`config.mk`:
```
export PLATFORM = sky130hd
export DESIGN_NAME = rlps_seq
export DESIGN_NICKNAME = d
export VERILOG_FILES = /design/src/rlps_timer.sv /design/src/rlps_seq.sv
export SDC_FILE = /design/constraint.sdc
export NUM_CORES = 1
export LEC_CHECK = 0
export ABC_CLOCK_PERIOD_IN_PS = 7400
export BUFFER_PORTS_ARGS = -buffer_cell sky130_fd_sc_hd__buf_4
export CAP_MARGIN = 0
export CORE_MARGIN = 5
export CORE_UTILIZATION = 35
export DETAILED_ROUTE_END_ITERATION = 10
export GPL_TIMING_DRIVEN = 0
export SYNTH_ARGS = -nofsm -noshare
export SYNTH_HDL_FRONTEND = slang
export SYNTH_HIERARCHICAL = 1
export SYNTH_SLANG_ARGS = --single-unit
```
`constraint.sdc`:
```
create_clock -name mclk_i -period 7.4 [get_ports mclk_i]
set_clock_uncertainty 0.1 [all_clocks]
set_input_delay 0.74 -clock mclk_i [delete_from_list [all_inputs] [get_ports mclk_i]]
set_output_delay 0.74 -clock mclk_i [all_outputs]
set_load 0.02 [all_outputs]
```
`src/rlps_timer.sv`:
```
// Shared constants and the down-counter used by the reset and low-power sequencer.
// Assumes one clock, mclk_i at 125 MHz, and an active-low asynchronous reset nrst_i.
//
// Contract
// - Allow the PLL up to 98304 reference cycles to lock after reset.
// - Execute reset vector 36 CPU half-periods after the lock interval.
// - On power-on, keep driving the reset pin low 128 more reference cycles.
// - Enabled watchdog reset drives the reset pin low 128 reference cycles.
// - CPU clock reaches its pin only after reset and mux bit 7 set.
// - Sample the scan data pin during boot select to enable the boot loader.
// - Afterwards the pin is scan data with TRST high, port B bit 5 otherwise.
// - Resume 12 CPU cycles after wake from light, 15 from middle level.
// - Middle level stops the CPU clock high 4 cycles after idle entry.
// - Deep level powers down oscillator and PLL 4 cycles after idle entry.
// - Deep wake restarts oscillator and waits for PLL lock before resuming.
// - Reset ending an idle state runs the vector 36 half-periods later.
// - Any enabled interrupt or a reset wakes the light and middle levels.
// - Deep wake restores the CPU clock prescale that was in effect at entry.

package rlps_pkg;

	localparam int CNT_W = 17;
	localparam logic [3:0] REF_LOW_MIN = 4'h8;
	localparam logic [CNT_W-1:0] POR_EXT_REF = 17'h00080;
	localparam logic [CNT_W-1:0] WD_PULSE_REF = 17'h00080;
	localparam logic [CNT_W-1:0] PLL_LOCK_REF_MAX = 17'h18000;
	localparam logic [CNT_W-1:0] EXEC_HALF = 17'h00024;
	localparam logic [CNT_W-1:0] IDLE_DLY_CYC = 17'h00004;
	localparam logic [CNT_W-1:0] WAKE_LIGHT_CYC = 17'h0000C;
	localparam logic [CNT_W-1:0] WAKE_MID_CYC = 17'h0000F;
	localparam int PS_W = 3;

	typedef enum logic [1:0]
	{
		LPM_LIGHT = 2'h0,
		LPM_MID = 2'h1,
		LPM_DEEP = 2'h2
	} rlps_lpm_e;

	typedef enum logic [3:0]
	{
		ST_RESET = 4'h0,
		ST_POR_EXT = 4'h1,
		ST_WD = 4'h2,
		ST_PLL = 4'h3,
		ST_EXEC = 4'h4,
		ST_RUN = 4'h5,
		ST_ENTRY = 4'h6,
		ST_IDLE = 4'h7,
		ST_WAKE_PLL = 4'h8,
		ST_WAKE_DLY = 4'h9
	} rlps_state_e;

endpackage

`timescale 1ns/1ns

module rlps_cnt
	import rlps_pkg::*;
(
	input wire logic mclk_i,
	input wire logic nrst_i,
	input wire logic load_i,
	input wire logic [CNT_W-1:0] val_i,
	input wire logic tick_i,
	output logic zero_o
);

	logic [CNT_W-1:0] cnt_ff;
	logic [CNT_W-1:0] nxt_cnt;

	// Load wins over a tick in the same cycle.
	always_comb
	begin
		nxt_cnt = cnt_ff;
		if (load_i)
			nxt_cnt = val_i;
		else if (tick_i && (cnt_ff != '0))
			nxt_cnt = cnt_ff - 1'b1;
	end

	always_ff @(posedge mclk_i or negedge nrst_i)
	begin
		if (!nrst_i)
			cnt_ff <= '0;
		else
			cnt_ff <= nxt_cnt;
	end

	assign zero_o = (cnt_ff == '0);

endmodule

```
`src/rlps_seq.sv`:
```
// Reset and low-power sequencer: reset pin, watchdog reset, PLL wait, boot select, idle levels.
// Assumes CPU cycle and half-cycle tick pulses and idle, wake and watchdog pulses on mclk_i.

`timescale 1ns/1ns

module rlps_seq
	import rlps_pkg::*;
#(
	parameter logic [CNT_W-1:0] PLL_LOCK_REF = PLL_LOCK_REF_MAX
)
(
	input wire logic mclk_i,
	input wire logic nrst_i,
	input wire logic reset_pin_n_i,
	input wire logic ref_clk_i,
	input wire logic pll_lock_i,
	input wire logic tdi_i,
	input wire logic trst_i,
	input wire logic cpu_tick_i,
	input wire logic cpu_half_i,
	input wire logic wdog_en_i,
	input wire logic wdog_rst_i,
	input wire logic idle_exec_i,
	input wire logic [1:0] lpm_sel_i,
	input wire logic wake_irq_i,
	input wire logic pin_mux_bit7_i,
	input wire logic [PS_W-1:0] clock_prescale_field_i,
	output logic reset_pin_n_o,
	output logic reset_pin_n_oe_o,
	output logic cpu_rst_o,
	output logic cpu_run_o,
	output logic exec_start_o,
	output logic resume_o,
	output logic boot_rom_en_o,
	output logic scan_tdi_o,
	output logic port_b_bit5_o,
	output logic cpu_clock_output_en_o,
	output logic cpu_clk_stop_o,
	output logic osc_pll_pd_o,
	output logic [PS_W-1:0] clock_prescale_field_o
);

	// ----------------------------------------------------------------
	// Pin synchronisers
	// ----------------------------------------------------------------

	logic [1:0] pin_m_ff;
	logic [1:0] pin_s_ff;
	logic ref_d_ff;
	logic pin_s;
	logic ref_s;
	logic lock_s;
	logic tdi_s;
	logic trst_s;
	logic ref_edge;

	always_ff @(posedge mclk_i or negedge nrst_i)
	begin
		if (!nrst_i)
		begin
			pin_m_ff <= 2'h0;
			pin_s_ff <= 2'h0;
			ref_d_ff <= 1'b0;
		end
		else
		begin
			pin_m_ff <= {reset_pin_n_i, ref_clk_i};
			pin_s_ff <= pin_m_ff;
			ref_d_ff <= pin_s_ff[0];
		end
	end

	logic [2:0] aux_m_ff;
	logic [2:0] aux_s_ff;

	always_ff @(posedge mclk_i or negedge nrst_i)
	begin
		if (!nrst_i)
		begin
			aux_m_ff <= 3'h0;
			aux_s_ff <= 3'h0;
		end
		else
		begin
			aux_m_ff <= {pll_lock_i, tdi_i, trst_i};
			aux_s_ff <= aux_m_ff;
		end
	end

	assign pin_s = pin_s_ff[1];
	assign ref_s = pin_s_ff[0];
	assign lock_s = aux_s_ff[2];
	assign tdi_s = aux_s_ff[1];
	assign trst_s = aux_s_ff[0];
	assign ref_edge = ref_s && !ref_d_ff;

	// ----------------------------------------------------------------
	// Reset pin low-time detector
	// ----------------------------------------------------------------

	logic [3:0] low_cnt_ff;
	logic [3:0] nxt_low_cnt;
	logic rst_seen;

	// Own drive is ignored so the pin the device drives low does not retrigger a reset.
	always_comb
	begin
		nxt_low_cnt = low_cnt_ff;
		if (pin_s || reset_pin_n_oe_o)
			nxt_low_cnt = 4'h0;
		else if (ref_edge && (low_cnt_ff != REF_LOW_MIN))
			nxt_low_cnt = low_cnt_ff + 4'h1;
	end

	always_ff @(posedge mclk_i or negedge nrst_i)
	begin
		if (!nrst_i)
			low_cnt_ff <= 4'h0;
		else
			low_cnt_ff <= nxt_low_cnt;
	end

	assign rst_seen = (low_cnt_ff == REF_LOW_MIN);

	// ----------------------------------------------------------------
	// Sequencer
	// ----------------------------------------------------------------

	rlps_state_e state_ff;
	rlps_state_e nxt_state;
	logic [1:0] lpm_ff;
	logic [1:0] nxt_lpm;
	logic por_ff;
	logic nxt_por;
	logic cnt_load;
	logic [CNT_W-1:0] cnt_val;
	logic cnt_tick;
	logic cnt_zero;
	logic wd_req;

	assign wd_req = wdog_en_i && wdog_rst_i;

	rlps_cnt u_cnt
	(
		.mclk_i(mclk_i),
		.nrst_i(nrst_i),
		.load_i(cnt_load),
		.val_i(cnt_val),
		.tick_i(cnt_tick),
		.zero_o(cnt_zero)
	);

	always_comb
	begin
		nxt_state = state_ff;
		nxt_lpm = lpm_ff;
		nxt_por = por_ff;
		cnt_load = 1'b0;
		cnt_val = '0;
		case (state_ff)
			ST_POR_EXT, ST_WD, ST_PLL, ST_WAKE_PLL: cnt_tick = ref_edge;
			ST_EXEC: cnt_tick = cpu_half_i;
			default: cnt_tick = cpu_tick_i;
		endcase
		case (state_ff)
			ST_RESET:
				if (pin_s)
				begin
					cnt_load = 1'b1;
					if (por_ff)
					begin
						nxt_state = ST_POR_EXT;
						cnt_val = POR_EXT_REF;
					end
					else
					begin
						nxt_state = ST_PLL;
						cnt_val = PLL_LOCK_REF;
					end
				end
			ST_POR_EXT, ST_WD:
				if (cnt_zero)
				begin
					nxt_state = ST_PLL;
					nxt_por = 1'b0;
					cnt_load = 1'b1;
					cnt_val = PLL_LOCK_REF;
				end
			ST_PLL:
				if (lock_s || cnt_zero)
				begin
					nxt_state = ST_EXEC;
					cnt_load = 1'b1;
					cnt_val = EXEC_HALF;
				end
			ST_EXEC:
				if (cnt_zero)
					nxt_state = ST_RUN;
			ST_RUN:
				if (wd_req)
				begin
					nxt_state = ST_WD;
					cnt_load = 1'b1;
					cnt_val = WD_PULSE_REF;
				end
				else if (idle_exec_i)
				begin
					nxt_state = ST_ENTRY;
					nxt_lpm = lpm_sel_i;
					cnt_load = 1'b1;
					cnt_val = IDLE_DLY_CYC;
				end
			ST_ENTRY:
				if (cnt_zero)
					nxt_state = ST_IDLE;
			ST_IDLE:
				if (wake_irq_i)
				begin
					cnt_load = 1'b1;
					if (lpm_ff == LPM_DEEP)
					begin
						nxt_state = ST_WAKE_PLL;
						cnt_val = PLL_LOCK_REF;
					end
					else
					begin
						nxt_state = ST_WAKE_DLY;
						cnt_val = (lpm_ff == LPM_LIGHT) ? WAKE_LIGHT_CYC : WAKE_MID_CYC;
					end
				end
			ST_WAKE_PLL:
				if (lock_s || cnt_zero)
				begin
					nxt_state = ST_WAKE_DLY;
					cnt_load = 1'b1;
					cnt_val = WAKE_MID_CYC;
				end
			ST_WAKE_DLY:
				if (cnt_zero)
					nxt_state = ST_RUN;
			default:
				nxt_state = ST_RESET;
		endcase
		// A recognised pin reset overrides every state but ST_RESET and the two the device drives itself.
		if (rst_seen && (state_ff != ST_RESET) && (state_ff != ST_WD) && (state_ff != ST_POR_EXT))
			nxt_state = ST_RESET;
	end

	// ----------------------------------------------------------------
	// Output values
	// ----------------------------------------------------------------

	logic nxt_oe;
	logic nxt_cpu_rst;
	logic nxt_boot_rom;
	logic boot_done_ff;
	logic nxt_boot_done;
	logic [PS_W-1:0] nxt_ps;

	always_comb
	begin
		nxt_oe = (nxt_state == ST_POR_EXT) || (nxt_state == ST_WD);
		nxt_cpu_rst = (nxt_state == ST_RESET) || nxt_oe || (nxt_state == ST_PLL)
			|| (nxt_state == ST_EXEC);
		nxt_boot_rom = boot_rom_en_o;
		nxt_boot_done = boot_done_ff;
		if ((state_ff == ST_PLL) && (nxt_state == ST_EXEC))
		begin
			nxt_boot_rom = tdi_s;
			nxt_boot_done = 1'b1;
		end
		else if ((nxt_state == ST_RESET) || (nxt_state == ST_WD))
			nxt_boot_done = 1'b0;
		nxt_ps = (state_ff == ST_RUN) ? clock_prescale_field_i : clock_prescale_field_o;
	end

	always_ff @(posedge mclk_i or negedge nrst_i)
	begin
		if (!nrst_i)
		begin
			state_ff <= ST_RESET;
			lpm_ff <= LPM_LIGHT;
			por_ff <= 1'b1;
			reset_pin_n_o <= 1'b0;
			reset_pin_n_oe_o <= 1'b0;
			cpu_rst_o <= 1'b1;
			cpu_run_o <= 1'b0;
			exec_start_o <= 1'b0;
			resume_o <= 1'b0;
			boot_rom_en_o <= 1'b0;
			boot_done_ff <= 1'b0;
			scan_tdi_o <= 1'b0;
			port_b_bit5_o <= 1'b0;
			cpu_clock_output_en_o <= 1'b0;
			cpu_clk_stop_o <= 1'b0;
			osc_pll_pd_o <= 1'b0;
			clock_prescale_field_o <= '0;
		end
		else
		begin
			state_ff <= nxt_state;
			lpm_ff <= nxt_lpm;
			por_ff <= nxt_por;
			reset_pin_n_o <= 1'b0;
			reset_pin_n_oe_o <= nxt_oe;
			cpu_rst_o <= nxt_cpu_rst;
			cpu_run_o <= (nxt_state == ST_RUN);
			exec_start_o <= (state_ff == ST_EXEC) && (nxt_state == ST_RUN);
			resume_o <= (state_ff == ST_WAKE_DLY) && (nxt_state == ST_RUN);
			boot_rom_en_o <= nxt_boot_rom;
			boot_done_ff <= nxt_boot_done;
			scan_tdi_o <= nxt_boot_done && trst_s && tdi_s;
			port_b_bit5_o <= nxt_boot_done && !trst_s && tdi_s;
			cpu_clock_output_en_o <= !nxt_cpu_rst && pin_mux_bit7_i;
			cpu_clk_stop_o <= (nxt_state == ST_IDLE) && (nxt_lpm == LPM_MID);
			osc_pll_pd_o <= (nxt_state == ST_IDLE) && (nxt_lpm == LPM_DEEP);
			clock_prescale_field_o <= nxt_ps;
		end
	end

	// ----------------------------------------------------------------
	// Checks
	// ----------------------------------------------------------------

	logic [CNT_W-1:0] seen_ff;

	// Counts counter ticks spent in the current state.
	always_ff @(posedge mclk_i or negedge nrst_i)
	begin
		if (!nrst_i)
			seen_ff <= '0;
		else if (state_ff != nxt_state)
			seen_ff <= '0;
		else if (cnt_tick)
			seen_ff <= seen_ff + 1'b1;
	end

	a_wd_pin_drive: assert property (@(posedge mclk_i) disable iff (!nrst_i)
		(state_ff == ST_RUN && wd_req && !rst_seen) |=> reset_pin_n_oe_o)
		else $error("watchdog reset did not drive the reset pin");
	a_drive_len_ok: assert property (@(posedge mclk_i) disable iff (!nrst_i)
		((state_ff == ST_WD || state_ff == ST_POR_EXT) && nxt_state == ST_PLL)
		|-> seen_ff == 17'h00080)
		else $error("reset pin drive was not 128 reference cycles");
	a_clk_pin_off: assert property (@(posedge mclk_i) disable iff (!nrst_i)
		cpu_rst_o |-> !cpu_clock_output_en_o)
		else $error("clock routed to pin during reset");
	a_exec_delay_ok: assert property (@(posedge mclk_i) disable iff (!nrst_i)
		(state_ff == ST_EXEC && nxt_state == ST_RUN) |-> seen_ff == 17'h00024 ##1 exec_start_o)
		else $error("reset vector not run after 36 half-periods");
	a_lock_ends_wait: assert property (@(posedge mclk_i) disable iff (!nrst_i)
		(state_ff == ST_PLL && lock_s && !rst_seen) |=> state_ff == ST_EXEC)
		else $error("PLL lock did not end the wait");
	a_mid_clk_stop: assert property (@(posedge mclk_i) disable iff (!nrst_i)
		(state_ff == ST_ENTRY && nxt_state == ST_IDLE && lpm_ff == LPM_MID)
		|-> seen_ff == 17'h00004 ##1 cpu_clk_stop_o)
		else $error("middle level clock stop not 4 cycles after idle");
	a_deep_pd_time: assert property (@(posedge mclk_i) disable iff (!nrst_i)
		(state_ff == ST_ENTRY && nxt_state == ST_IDLE && lpm_ff == LPM_DEEP)
		|-> seen_ff == 17'h00004 ##1 osc_pll_pd_o)
		else $error("deep level power-down not 4 cycles after idle");
	a_wake_resume: assert property (@(posedge mclk_i) disable iff (!nrst_i)
		(state_ff == ST_WAKE_DLY && nxt_state == ST_RUN)
		|-> seen_ff == ((lpm_ff == LPM_LIGHT) ? 17'h0000C : 17'h0000F))
		else $error("wake-up resume delay wrong");
	a_lpm_held: assert property (@(posedge mclk_i) disable iff (!nrst_i)
		(state_ff == ST_IDLE) |=> $stable(lpm_ff))
		else $error("idle level changed before wake-up");
	a_ps_restore: assert property (@(posedge mclk_i) disable iff (!nrst_i)
		(state_ff != ST_RUN) |=> $stable(clock_prescale_field_o))
		else $error("prescale changed outside run");
	a_boot_sample: assert property (@(posedge mclk_i) disable iff (!nrst_i)
		(state_ff == ST_PLL && nxt_state == ST_EXEC) |=> boot_rom_en_o == $past(tdi_s))
		else $error("boot select not sampled from scan data pin");

endmodule

```
==> results of run 1 <==
cells by family after synthesis:
family | after synthesis | share of synthesized area (%)
multiplexers | 5 | 2.05
flip-flops | 54 | 45.3
other | 1 | 0.125
AND/OR/NAND/NOR | 146 | 29.0
XOR/XNOR | 6 | 1.76
adder cells (fa/ha/maj) | 4 | 1.59
AO/OA/AOI/OAI | 66 | 16.4
buffers and inverters | 24 | 3.85
sequential cells by signal, summed over array words and instances, names as in the netlist, 2 cells and up:
name,flops
u_cnt/cnt_ff,17
low_cnt_ff,4
state_ff,4
aux_m_ff,3
aux_s_ff,3
clock_prescale_field_o,3
lpm_ff,2
pin_m_ff,2
pin_s_ff,2
per-stage QoR:
step	hold slack, ns	setup slack [ns]	util [%]
after floorplan	0.231	4.01	-
after global placement	0.232	2.83	41.1
after detailed placement	0.236	2.81	41.1
after CTS	0.261	2.82	42.3
after global routing	0.276	2.41	42.3
final	0.258	2.76	42.3
worst max path at each step:
stage	startpoint	to	cells past startpoint
after floorplan	u_cnt/cnt_ff[0]$_DFFE_PN0P_	u_cnt/cnt_ff[0]$_DFFE_PN0P_	14
after global placement	u_cnt/cnt_ff[0]$_DFFE_PN0P_	u_cnt/cnt_ff[0]$_DFFE_PN0P_	14
after detailed placement	u_cnt/cnt_ff[0]$_DFFE_PN0P_	u_cnt/cnt_ff[0]$_DFFE_PN0P_	14
after CTS	u_cnt/cnt_ff[0]$_DFFE_PN0P_	u_cnt/cnt_ff[0]$_DFFE_PN0P_	14
after global routing	u_cnt/cnt_ff[1]$_DFFE_PN0P_	u_cnt/cnt_ff[0]$_DFFE_PN0P_	14
final	u_cnt/cnt_ff[0]$_DFFE_PN0P_	u_cnt/cnt_ff[0]$_DFFE_PN0P_	14
power by group:
group	total [uW]	switching (uW)	internal, uW
registers	470	86.6	383
logic	647	384	262
clock network	179	109	70.5
layer usage:
layer | part of all wire [%] | up-vias
met3 | 4.0 | 6
li1 | - | 1221
met4 | 1.0 | 0
met5 | 0 | -
met2 | 46 | 53
met1 | 49 | 1192
synth_stat cells, drive strengths merged, types with 3 or more instances:
cell type  count  area, sq um
nand2b        10         62.6
nor4b          6         52.6
nor4           3         33.8
nand3         15         92.6
a31o           3         26.3
or3b           3         26.3
a21o           4         30.0
or3            4         25.0
mux2           3         41.3
inv            9         33.8
nand4          5         31.3
ha             3         37.5
o22ai          4         31.3
and2           6         37.5
nor2          23         86.3
o21ai         12         60.1
a21oi          6         30.0
nand3b         4         30.0
nand2         32          123
nor3          11         60.1
dfrtp         52         1300
buf            9         58.8
xor2           5         43.8
o41ai          5         43.8
o31ai          4         30.0
a31oi         14         87.6
or4            7         52.6
clkbuf         5         18.8
worst register-to-register path: cells and delay by family (launching register included):
family                   cells  cell delay [ns]
AO/OA/AOI/OAI                1             0.17
adder cells (fa/ha/maj)      1             0.22
buffers and inverters        4             1.12
flip-flops                   1             0.41
AND/OR/NAND/NOR              8             2.51
layout make-up:
type | count | area [sq um]
Sequential cell | 54 | 1350
Fill cell | 788 | 4760
Clock buffer | 5 | 68.8
Buffer | 14 | 77.6
Timing Repair Buffer | 32 | 240
Clock inverter | 3 | 28.8
Multi-Input combinational cell | 237 | 1560
Tap cell | 105 | 131
Inverter | 10 | 37.5
==> summary.md, run 1 <==
| Metric | Value |
|---|---|
| Top_reg_cell synth | `dfrtp_1` |
| Area Growth Syn to Fin | `16.8%` |
| Max-slew violation count | `0` |
| Ys async rst share | `100%` |
| Vias in the first global route | `2422` |
| IO Pins | `34` |
| Via density | `5.37` |
| Worst skew pair latency | `0.31 ns` |
| CP required | `7.49 ns` |
| Crit path arrival time | `4.73 ns` |
| Fin crit period | `4.64 ns` |
| Post-CTS Setup Inserts | `0` |
| Total Nets Final | `376` |
| Hold Buf Count CTS | `0` |
| Sequential area share after synthesis | `45.3%` |
| Clock-pin slew on the worst setup and hold paths | `0.11 ns` |
| 1st-pass router iterations | `4` |
| CP max stage cell | `nor2_1` |
| Final worst-path cycle share | `62.7%` |
| Initial DRC count | `139` |
| Die Wd | `102 um` |
| Critical path class | `reg2reg` |
| H-tree depth | `2` |
| HP Class | `reg2reg` |
| Worst Reg2Reg Path Length in Cells | `14` |
| Met3 GRT Util | `2.32%` |
| Dpl hpwl | `5140 um` |
| Number of buffers and inverters on the critical path | `4` |
| Worst Hold Path EP | `pin_s_ff[1]$_DFF_PN0_` |
| Post-route ant nets | `0` |
| Largest net degree at the start of global routing | `55` |
| Synth Instances | `306` |
| Most frequent cells in the layout | `52 x dfrtp_1, 35 x buf_4, 31 x nand2_1` |
| CP top delay family | `simple AND/OR/NAND/NOR gates` |
| Reg2reg setup slack | `2.76 ns` |
| Clock buffer depth | `2` |
| Fin area | `0.00349 sq mm` |
| Power Total | `1300 uW` |
| Wirelength per Cell | `15.3 um` |
| Placement row count | `33` |
| Post-CTS sizing | `0` |
| Clk sink count | `54` |
| Initial core utilization | `36.2%` |
| RR Endpoint | `u_cnt/cnt_ff[0]$_DFFE_PN0P_` |
| Core area | `0.00826 sq mm` |
| Worst r2r src | `u_cnt/cnt_ff[0]$_DFFE_PN0P_` |
| Final setup fails | `0` |
| Max Cap Viol | `0` |
| Tightest Pin Transition | `0.895 ns` |
| Num CTS Buffers | `5` |
| Die Area | `0.0105 sq mm` |
| Layout Cells excl Fill | `460` |
| Tot GR Track Use | `14.5%` |
| CTS tree | `yes` |
| Worst hold start | `pin_m_ff[1]$_DFF_PN0_` |
| Syn Std Cell Area | `0.00299 sq mm` |
| Rel. slew slack | `40.1%` |
| Die height | `102 um` |
| Routed wire length | `7020 um` |
| Final Hold Vio Count | `0` |
| Pwr per Cell Area | `371 mW/mm^2` |
| Via count | `2472` |
| Worst setup SP type | `register` |
| Maximum VDD drop | `0.109 mV` |
| Netlist cell types | `70` |
| Yosys reg bits | `54` |
| LEAKAGE | `0.00152 uW` |
| Placed cell areas | `0.00340 sq mm` |
| Grt total ovfl | `0` |
| Drt drc | `0` |
| CP peak stage delay | `0.76 ns` |
| Placer Congestion | `0.866` |
| GR Util met1 | `20.3%` |
| Global-route wire length before repair | `12000 um` |
| Post-synthesis area per instance | `9.77 sq um` |
| Placed insts | `452` |
| Number of port buffers | `32` |
| Crit path cell chain | `inv_1 > ha_1 > nor3b_2 > nand4b_2 > nor2_1 > nor2_1 > nor4b_1 > nor4b_1 > nand3_1 > clkbuf_1 > clkinv_1 > clkbuf_1 > o2111ai_1 > nand3_1` |
| CTS Root Buffer Type | `clkbuf_8` |
| Post-synth EDFFs | `0` |
| Most common cell after layout, fill and taps aside | `dfrtp_1` |
| Setup total negative slack | `0 ns` |
| Antenna diode count | `0` |
| Outcome | `finished, final reports clean` |
| CP max FO | `14` |
| Initial antenna violation count | `0` |
| FMAX | `0.216 GHz` |
| Most Crowded Layer GR | `met2` |
| Layout cells sized above 1 | `19.7%` |
| Met2 Use GR | `23.3%` |
| RSZ-0062 raised after global routing | `no` |
| Hold path cells | `0` |
| Worst setup EP type | `register` |
| Warnings, synthesis | `6` |
Note: power is estimated with default switching activity, not from simulation.
==> run 2, diff against run 1 <==
- ABC_AREA: default -> 1
- ABC_CLOCK_PERIOD_IN_PS: 7400 -> 3860
- clock period: 7.4 -> 3.86 ns (I/O delays scaled with it)
==> run 2 against run 1 <==
Effect of this change:
- clock-buffer cell count stayed put
- total power up 120%
- register-to-register slack lost 2.2 ns
- critical endpoint is now u_cnt/cnt_ff[3]$_DFFE_PN0P_
- critical path type unchanged
- sequential share of layout area decreased by 1.2 points
- die area is 2.6% higher
- sequential cell count unchanged
- global-route usage fell by 0.66 points
- the flow now finishes with violations (negative hold slack)
==> summary.md, run 2 <==
| Metric | Value |
|---|---|
| Outcome | `complete, but fails checks (was finished, final reports clean)` |
| Failing checks | `negative hold slack` |
| Clk sink count | `54 (unchanged)` |
| Number of port buffers | `32 (unchanged)` |
| LEAKAGE | `0.00195 uW (was 0.00152 uW)` |
| Worst skew pair latency | `0.31 ns (about the same)` |
| Netlist cell types | `33 (was 70)` |
| CTS tree | `yes (unchanged)` |
| Largest regs | `u_cnt/cnt_ff (17), low_cnt_ff (4), state_ff (4) (unchanged)` |
| Area Growth Syn to Fin | `17.1% (was 16.8%)` |
| Via density | `4.72 (was 5.37)` |
| Post-route ant nets | `0 (unchanged)` |
| Max Cap Viol | `0 (unchanged)` |
| RSZ-0062 raised after global routing | `no (unchanged)` |
| Vias in the first global route | `2793 (was 2422)` |
| Layout cells sized above 1 | `19.7% (about the same)` |
| Initial core utilization | `35.6% (was 36.2%)` |
| Initial DRC count | `90 (was 139)` |
| Rel. slew slack | `48.2% (was 40.1%)` |
| Maximum VDD drop | `0.331 mV (was 0.109 mV)` |
| Wirelength per Cell | `12.0 um (was 15.3 um)` |
| Biggest register | `u_cnt/cnt_ff (unchanged)` |
| Most Crowded Layer GR | `met2 (unchanged)` |
| CP required | `4.01 ns (was 7.49 ns)` |
| Worst setup SP type | `register (unchanged)` |
| CTS Root Buffer Type | `clkbuf_8 (unchanged)` |
| Num CTS Buffers | `5 (unchanged)` |
| Met2 Use GR | `23.9% (was 23.3%)` |
| FMAX | `0.306 GHz (was 0.216 GHz)` |
| Die Area | `0.0108 sq mm (was 0.0105 sq mm)` |
| Sequential area share after synthesis | `44.0% (was 45.3%)` |
| Tightest Pin Transition | `0.767 ns (was 0.895 ns)` |
| Placement row count | `34 (was 33)` |
| Dpl hpwl | `5230 um (was 5140 um)` |
| Final Hold Vio Count | `5 (was 0)` |
| Min Hold Slack | `-0.0125 ns (was 0.258 ns)` |
| Area of the multi-input gates | `0.00151 sq mm (was 0.00156 sq mm)` |
| Final setup fails | `0 (unchanged)` |
| Clock buffer depth | `2 (unchanged)` |
| GR Util met1 | `16.8% (was 20.3%)` |
| Crit path arrival time | `3.41 ns (was 4.73 ns)` |
| Top_reg_cell synth | `dfrtp_1 (unchanged)` |
| Pwr per Cell Area | `783 mW/mm^2 (was 371 mW/mm^2)` |
| Total Nets Final | `488 (was 376)` |
| Post-synthesis area per instance | `7.36 sq um (was 9.77 sq um)` |
| Synth top area share | `42.3% (was 43.5%)` |
| Fin crit period | `3.27 ns (was 4.64 ns)` |
| CP max FO | `10 (was 14)` |
| Tot GR Track Use | `13.8% (was 14.5%)` |
| Routed wire length | `6910 um (was 7020 um)` |
| Place WS | `0.645 ns (was 2.81 ns)` |
| Clock-pin slew on the worst setup and hold paths | `0.10 ns (was 0.11 ns)` |
| H-tree depth | `2 (unchanged)` |
| Core area | `0.00864 sq mm (was 0.00826 sq mm)` |
| 1st-pass router iterations | `4 (unchanged)` |
| Grt total ovfl | `0 (unchanged)` |
| HP Class | `in2async (was reg2reg)` |
| Largest net degree at the start of global routing | `55 (unchanged)` |
| Fill cells | `881 (was 788)` |
| Synth cell count leaders | `137 x nand2_1, 52 x dfrtp_1, 47 x inv_1, 46 x nand3_1, 37 x nor2_1 (was 52 x dfrtp_1, 31 x nand2_1, 23 x nor2_1, 14 x a31oi_1, 13 x nand3_1)` |
| Worst r2r src | `u_cnt/cnt_ff[0]$_DFFE_PN0P_ (unchanged)` |
| Drt drc | `0 (unchanged)` |
| Dominant cell type by area after synthesis | `dfrtp_1 (unchanged)` |
| Most common cell after layout, fill and taps aside | `nand2_1 (was dfrtp_1)` |
| Global-route wire length before repair | `12500 um (was 12000 um)` |
| Initial antenna violation count | `0 (unchanged)` |
| Most common cell in the netlist | `nand2_1 (was dfrtp_1)` |
| Synth Instances | `418 (was 306)` |
| Max-slew violation count | `0 (unchanged)` |
| Post-synth EDFFs | `0 (unchanged)` |
| Most frequent cells in the layout | `137 x nand2_1, 52 x dfrtp_1, 47 x inv_1 (was 52 x dfrtp_1, 35 x buf_4, 31 x nand2_1)` |
| Via count | `2712 (was 2472)` |
| IO Pins | `34 (unchanged)` |
| Yosys reg bits | `54 (unchanged)` |
| Critical path class | `reg2reg (unchanged)` |
| Final worst-path cycle share | `84.6% (was 62.7%)` |
| Warnings, synthesis | `6 (unchanged)` |
| Syn Std Cell Area | `0.00308 sq mm (was 0.00299 sq mm)` |
| Setup WS post-layout | `0.594 ns (was 2.76 ns)` |
| Post-CTS sizing | `0 (unchanged)` |
| CP Launch Point | `u_cnt/cnt_ff[0]$_DFFE_PN0P_ (unchanged)` |
| Power Total | `2820 uW (was 1300 uW)` |
| Die Wd | `104 um (was 102 um)` |
| Die height | `104 um (was 102 um)` |
| Worst setup EP type | `register (unchanged)` |
| Placer Congestion | `0.882 (was 0.866)` |
| Ys async rst share | `100% (unchanged)` |
| Met3 GRT Util | `2.92% (was 2.32%)` |
| Reg area | `0.00135 sq mm (unchanged)` |
| Synth area leaders | `dfrtp_1 42%, nand2_1 17%, nand3_1 7.5% (was dfrtp_1 44%, nand2_1 3.9%, a31oi_1 2.9%)` |
| Post-CTS Setup Inserts | `0 (unchanged)` |
| Largest register FFs | `17 (unchanged)` |
| Setup total negative slack | `0 ns (unchanged)` |
| Fin util | `41.7% (was 42.3%)` |
| Antenna diode count | `0 (unchanged)` |
| Hold Buf Count CTS | `0 (unchanged)` |
## run 2: report_power, final
| group | internal (uW) | switching [uW] | leakage, uW |
|---|---|---|---|
| registers | 730 | 135 | 0.000679 |
| clock network | 197 | 199 | 0.0000587 |
| logic | 528 | 1030 | 0.00121 |
| total | 1450 | 1370 | 0.00195 |
## run 2: stage by stage
stage / instance area (sq um) / cells
2_1_floorplan: 3110 / 427
3_3_place_gp: 3490 / 567
3_5_place_dp: 3490 / 567
4_1_cts: 3600 / 575
5_1_grt: 3600 / 575
6_report: 3600 / 575
## run 2: logic make-up after synthesis
| family | synth area share [%] |
|---|---|
| and+or+nand+nor | 38.6 |
| buffers and inverters | 8.21 |
| adders and majority gates | 1.22 |
| AOI/OAI and AO/OA | 7.56 |
| DFF | 44.0 |
| xor gates and xnor gates | 0.285 |
| other | 0.122 |
## run 2: critical path, stage by stage, from the launching register on
cell	delay [ns]
dfrtp_1	0.39
inv_1	0.13
ha_1	0.24
nand3_2	0.15
nor2_4	0.26
nand3b_4	0.11
inv_1	0.09
inv_1	0.09
nand2_1	0.14
o21ai_0	0.14
nand4_1	0.11
buf_2	0.19
clkinv_1	0.27
clkbuf_1	0.35
a31oi_1	0.29
nand2_2	0.08
o21ai_2	0.05
## run 2: worst paths after layout
kind / cells after the start / to / slack (ns)
hold reg to reg: 0 / pin_s_ff[1]$_DFF_PN0_ / 0.26
min in group mclk_i: 1 / pin_m_ff[0]$_DFF_PN0_ / 0.07
setup / recovery: 16 / u_cnt/cnt_ff[3]$_DFFE_PN0P_ / 0.59
hold / removal: 1 / u_cnt/cnt_ff[2]$_DFFE_PN0P_ / -0.01
setup reg to reg: 16 / u_cnt/cnt_ff[3]$_DFFE_PN0P_ / 0.59
max in group asynchronous: 1 / state_ff[1]$_DFF_PN0_ / 3.19
## run 2: layer usage
| metal | up-vias | share of wire (%) |
|---|---|---|
| li1 | 1406 | - |
| met1 | 1261 | 43 |
| met2 | 38 | 52 |
| met3 | 7 | 3.4 |
| met4 | 0 | 1.2 |
| met5 | - | 0 |
## run 2: area by class of cell
class,count,share of cell area [%]
well taps,108,3.75
clock buffers,5,1.91
repair buffers,32,6.67
clock inverters,3,1.32
multi-input cells,311,41.8
plain buffers,7,1.28
inverters,55,5.73
flip-flops and latches,54,37.6
==> run 3, diff against run 2 <==
- ABC_AREA: 1 -> 0
- ABC_CLOCK_PERIOD_IN_PS: 3860 -> 3300
- clock period: 3.86 -> 3.3 ns (I/O delays scaled with it)
==> run 3 against run 2 <==
Effect of this change:
- the run now ends clean
- die area down 2.6%
- cell area up 1.1%
- sequential share of layout area down 0.40 points
- worst setup slack worse by 0.34 ns
- clock-buffer cell count unchanged
- non-clock buffer count up 13
- sequential cell count unchanged
- sequential power up 23%
- wire length up 2.8%
- total power up 7.5%
- utilization up 2.4 points
- largest cell class unchanged
==> summary.md, run 3 (synthesis results as in run 1) <==
| Metric | Value |
|---|---|
| Via density | `5.37 (was 4.72)` |
| Largest regs | `u_cnt/cnt_ff (17), low_cnt_ff (4), state_ff (4) (unchanged)` |
| CP peak stage delay | `0.41 ns (was 0.39 ns)` |
| Most frequent cells in the layout | `52 x dfrtp_1, 36 x buf_4, 31 x nand2_1 (was 137 x nand2_1, 52 x dfrtp_1, 47 x inv_1)` |
| Largest register FFs | `17 (unchanged)` |
| CTS tree | `yes (unchanged)` |
| Worst setup SP type | `register (unchanged)` |
| Clk sink count | `54 (unchanged)` |
| Die Wd | `102 um (was 104 um)` |
| Wirelength per Cell | `15.2 um (was 12.0 um)` |
| GR Util met1 | `21.5% (was 16.8%)` |
| Worst r2r src | `u_cnt/cnt_ff[0]$_DFFE_PN0P_ (unchanged)` |
| CTS Root Buffer Type | `clkbuf_8 (unchanged)` |
| Max Cap Viol | `0 (unchanged)` |
| RR Endpoint | `osc_pll_pd_o$_DFF_PN0_ (was u_cnt/cnt_ff[3]$_DFFE_PN0P_)` |
| Worst Hold Path EP | `clock_prescale_field_o[2]$_DFFE_PN0P_` |
| CP max stage cell | `dfrtp_1 (unchanged)` |
| Placer Congestion | `0.873 (was 0.882)` |
| Core area | `0.00826 sq mm (was 0.00864 sq mm)` |
| Setup total negative slack | `0 ns (unchanged)` |
| Drt drc | `0 (unchanged)` |
| RSZ-0062 raised after global routing | `no (unchanged)` |
| Most Crowded Layer GR | `met2 (unchanged)` |
| Worst skew pair latency | `0.31 ns (about the same)` |
| H-tree depth | `2 (unchanged)` |
| Max-slew violation count | `0 (unchanged)` |
| Grt total ovfl | `0 (unchanged)` |
| Num CTS Buffers | `5 (unchanged)` |
| Outcome | `finished, final reports clean (was complete, but fails checks)` |
| Rel. slew slack | `54.0% (was 48.2%)` |
| Crit path cell chain | `inv_1 > ha_1 > nor3b_4 > nand4b_4 > nor2_4 > buf_4 > or3b_1 > o32a_1 > o2111ai_4 > nand3_2 > nor4b_2 (was inv_1 > ha_1 > nand3_2 > nor2_4 > nand3b_4 > inv_1 > inv_1 > nand2_1 > o21ai_0 > nand4_1 > buf_2 > clkinv_1 > clkbuf_1 > a31oi_1 > nand2_2 > o21ai_2)` |
| Power Total | `3030 uW (was 2820 uW)` |
| Crit path arrival time | `3.16 ns (was 3.41 ns)` |
| Dpl hpwl | `5050 um (was 5230 um)` |
| Final setup fails | `0 (unchanged)` |
| Post-route ant nets | `0 (unchanged)` |
| Maximum VDD drop | `0.291 mV (was 0.331 mV)` |
| Routed wire length | `7100 um (was 6910 um)` |
| Largest net degree at the start of global routing | `55 (unchanged)` |
| Final Hold Vio Count | `0 (was 5)` |
| Most common cell after layout, fill and taps aside | `dfrtp_1 (was nand2_1)` |
| Initial DRC count | `171 (was 90)` |
| Die Area | `0.0105 sq mm (was 0.0108 sq mm)` |
| Layout cells sized above 1 | `22.4% (was 19.7%)` |
| Pwr per Cell Area | `832 mW/mm^2 (was 783 mW/mm^2)` |
| Worst hold start | `clock_prescale_field_i[2]` |
| FMAX | `0.329 GHz (was 0.306 GHz)` |
| Tot GR Track Use | `14.7% (was 13.8%)` |
| Met2 Use GR | `22.4% (was 23.9%)` |
| Reg2reg setup slack | `0.26 ns (was 0.59 ns)` |
| HP Class | `in2reg (was in2async)` |
| Biggest register | `u_cnt/cnt_ff (unchanged)` |
| Clock buffer depth | `2 (unchanged)` |
| CP required | `3.42 ns (was 4.01 ns)` |
| Fin crit period | `3.04 ns (was 3.27 ns)` |
| Final worst-path cycle share | `92.2% (was 84.6%)` |
| Via count | `2501 (was 2712)` |
| Tightest Pin Transition | `0.691 ns (was 0.767 ns)` |
| IO Pins | `34 (unchanged)` |
| Global-route wire length before repair | `12200 um (was 12500 um)` |
| Area Growth Syn to Fin | `21.8% (was 17.1%)` |
| Total Nets Final | `382 (was 488)` |
| Met3 GRT Util | `2.39% (was 2.92%)` |
| Initial core utilization | `36.2% (was 35.6%)` |
| Number of port buffers | `32 (unchanged)` |
| Hold path cells | `3` |
| Vias in the first global route | `2404 (was 2793)` |
| Die height | `102 um (was 104 um)` |
| CP max FO | `13 (was 10)` |
| Critical path class | `reg2reg (unchanged)` |
| LEAKAGE | `0.00159 uW (was 0.00195 uW)` |
| Antenna diode count | `0 (unchanged)` |
| Min Hold Slack | `0.0993 ns (was -0.0125 ns)` |
| 1st-pass router iterations | `4 (unchanged)` |
| Initial antenna violation count | `0 (unchanged)` |
| Placement row count | `33 (was 34)` |
| Worst Reg2Reg Path Length in Cells | `11 (was 16)` |
| Worst setup EP type | `register (unchanged)` |
| Clock-pin slew on the worst setup and hold paths | `0.11 ns (was 0.10 ns)` |
run 3: changes by cell type in the layout (fill, tap and decap cells not counted), sizes merged, moves of 7 or more:
cell    change
nor2       -23
nand3      -34
nand2b     +10
inv        -45
a31oi      +13
nand2     -119
o21ai      -13
or4         +7
run 3: worst max path at each step:
stage                                 from                          end  slack (ns)  depth (start not counted)
3_3_place_gp   u_cnt/cnt_ff[0]$_DFFE_PN0P_  u_cnt/cnt_ff[0]$_DFFE_PN0P_       -1.00                         14
5_1_grt        u_cnt/cnt_ff[1]$_DFFE_PN0P_  u_cnt/cnt_ff[0]$_DFFE_PN0P_        0.03                         13
3_5_place_dp   u_cnt/cnt_ff[0]$_DFFE_PN0P_  u_cnt/cnt_ff[0]$_DFFE_PN0P_       -0.99                         14
2_1_floorplan  u_cnt/cnt_ff[0]$_DFFE_PN0P_  u_cnt/cnt_ff[0]$_DFFE_PN0P_        0.07                         14
6_report       u_cnt/cnt_ff[0]$_DFFE_PN0P_       osc_pll_pd_o$_DFF_PN0_        0.26                         11
4_1_cts        u_cnt/cnt_ff[0]$_DFFE_PN0P_  u_cnt/cnt_ff[0]$_DFFE_PN0P_        0.02                         13
run 3: per-layer routing:
metal | wire (um) | vias up
li1 | - | 1235
met5 | 0 | -
met2 | 3210 | 51
met4 | 79 | 0
met1 | 3490 | 1209
met3 | 320 | 6
run 3: layout make-up:
type / instances / area [sq um]
inverters: 10 / 38.8
clock buffers: 5 / 68.8
clock inverters: 3 / 47.5
plain buffers: 13 / 77.6
flip-flops and latches: 54 / 1350
repair buffers: 39 / 308
multi-input cells: 237 / 1620
fillers: 811 / 4620
well taps: 105 / 131
run 3: timing repair:
action | in CTS | in global routing
setup buffers | 1 | 0
gates resized for setup | 5 | 10
endpoints found under the hold margin | 52 | 5
setup endpoints to repair | 19 | 18
hold buffers | 1 | 5
pin swaps | 1 | 0
run 3: per-stage QoR:
stage | util [%] | cells | instance area [sq um] | setup WS, ns
after floorplan | - | 315 | 3030 | 0.0653
after global placement | 41.2 | 452 | 3400 | -1.00
after detailed placement | 41.2 | 452 | 3400 | -0.991
after CTS | 43.0 | 461 | 3550 | 0.0242
after global routing | 44.1 | 466 | 3640 | 0.0284
final | 44.1 | 466 | 3640 | 0.258
run 3: power breakdown:
part / internal, uW / switching, uW
logic: 614 / 890
registers: 860 / 196
clock network: 231 / 242
run 3: worst max-delay path: cells and delay by family, from the launching register on:
family | cells | cell delay, ns
buffers and inverters | 2 | 0.31
AND/OR/NAND/NOR | 6 | 1.50
adder cells (fa/ha/maj) | 1 | 0.22
AO/OA/AOI/OAI | 2 | 0.42
flip-flops | 1 | 0.41
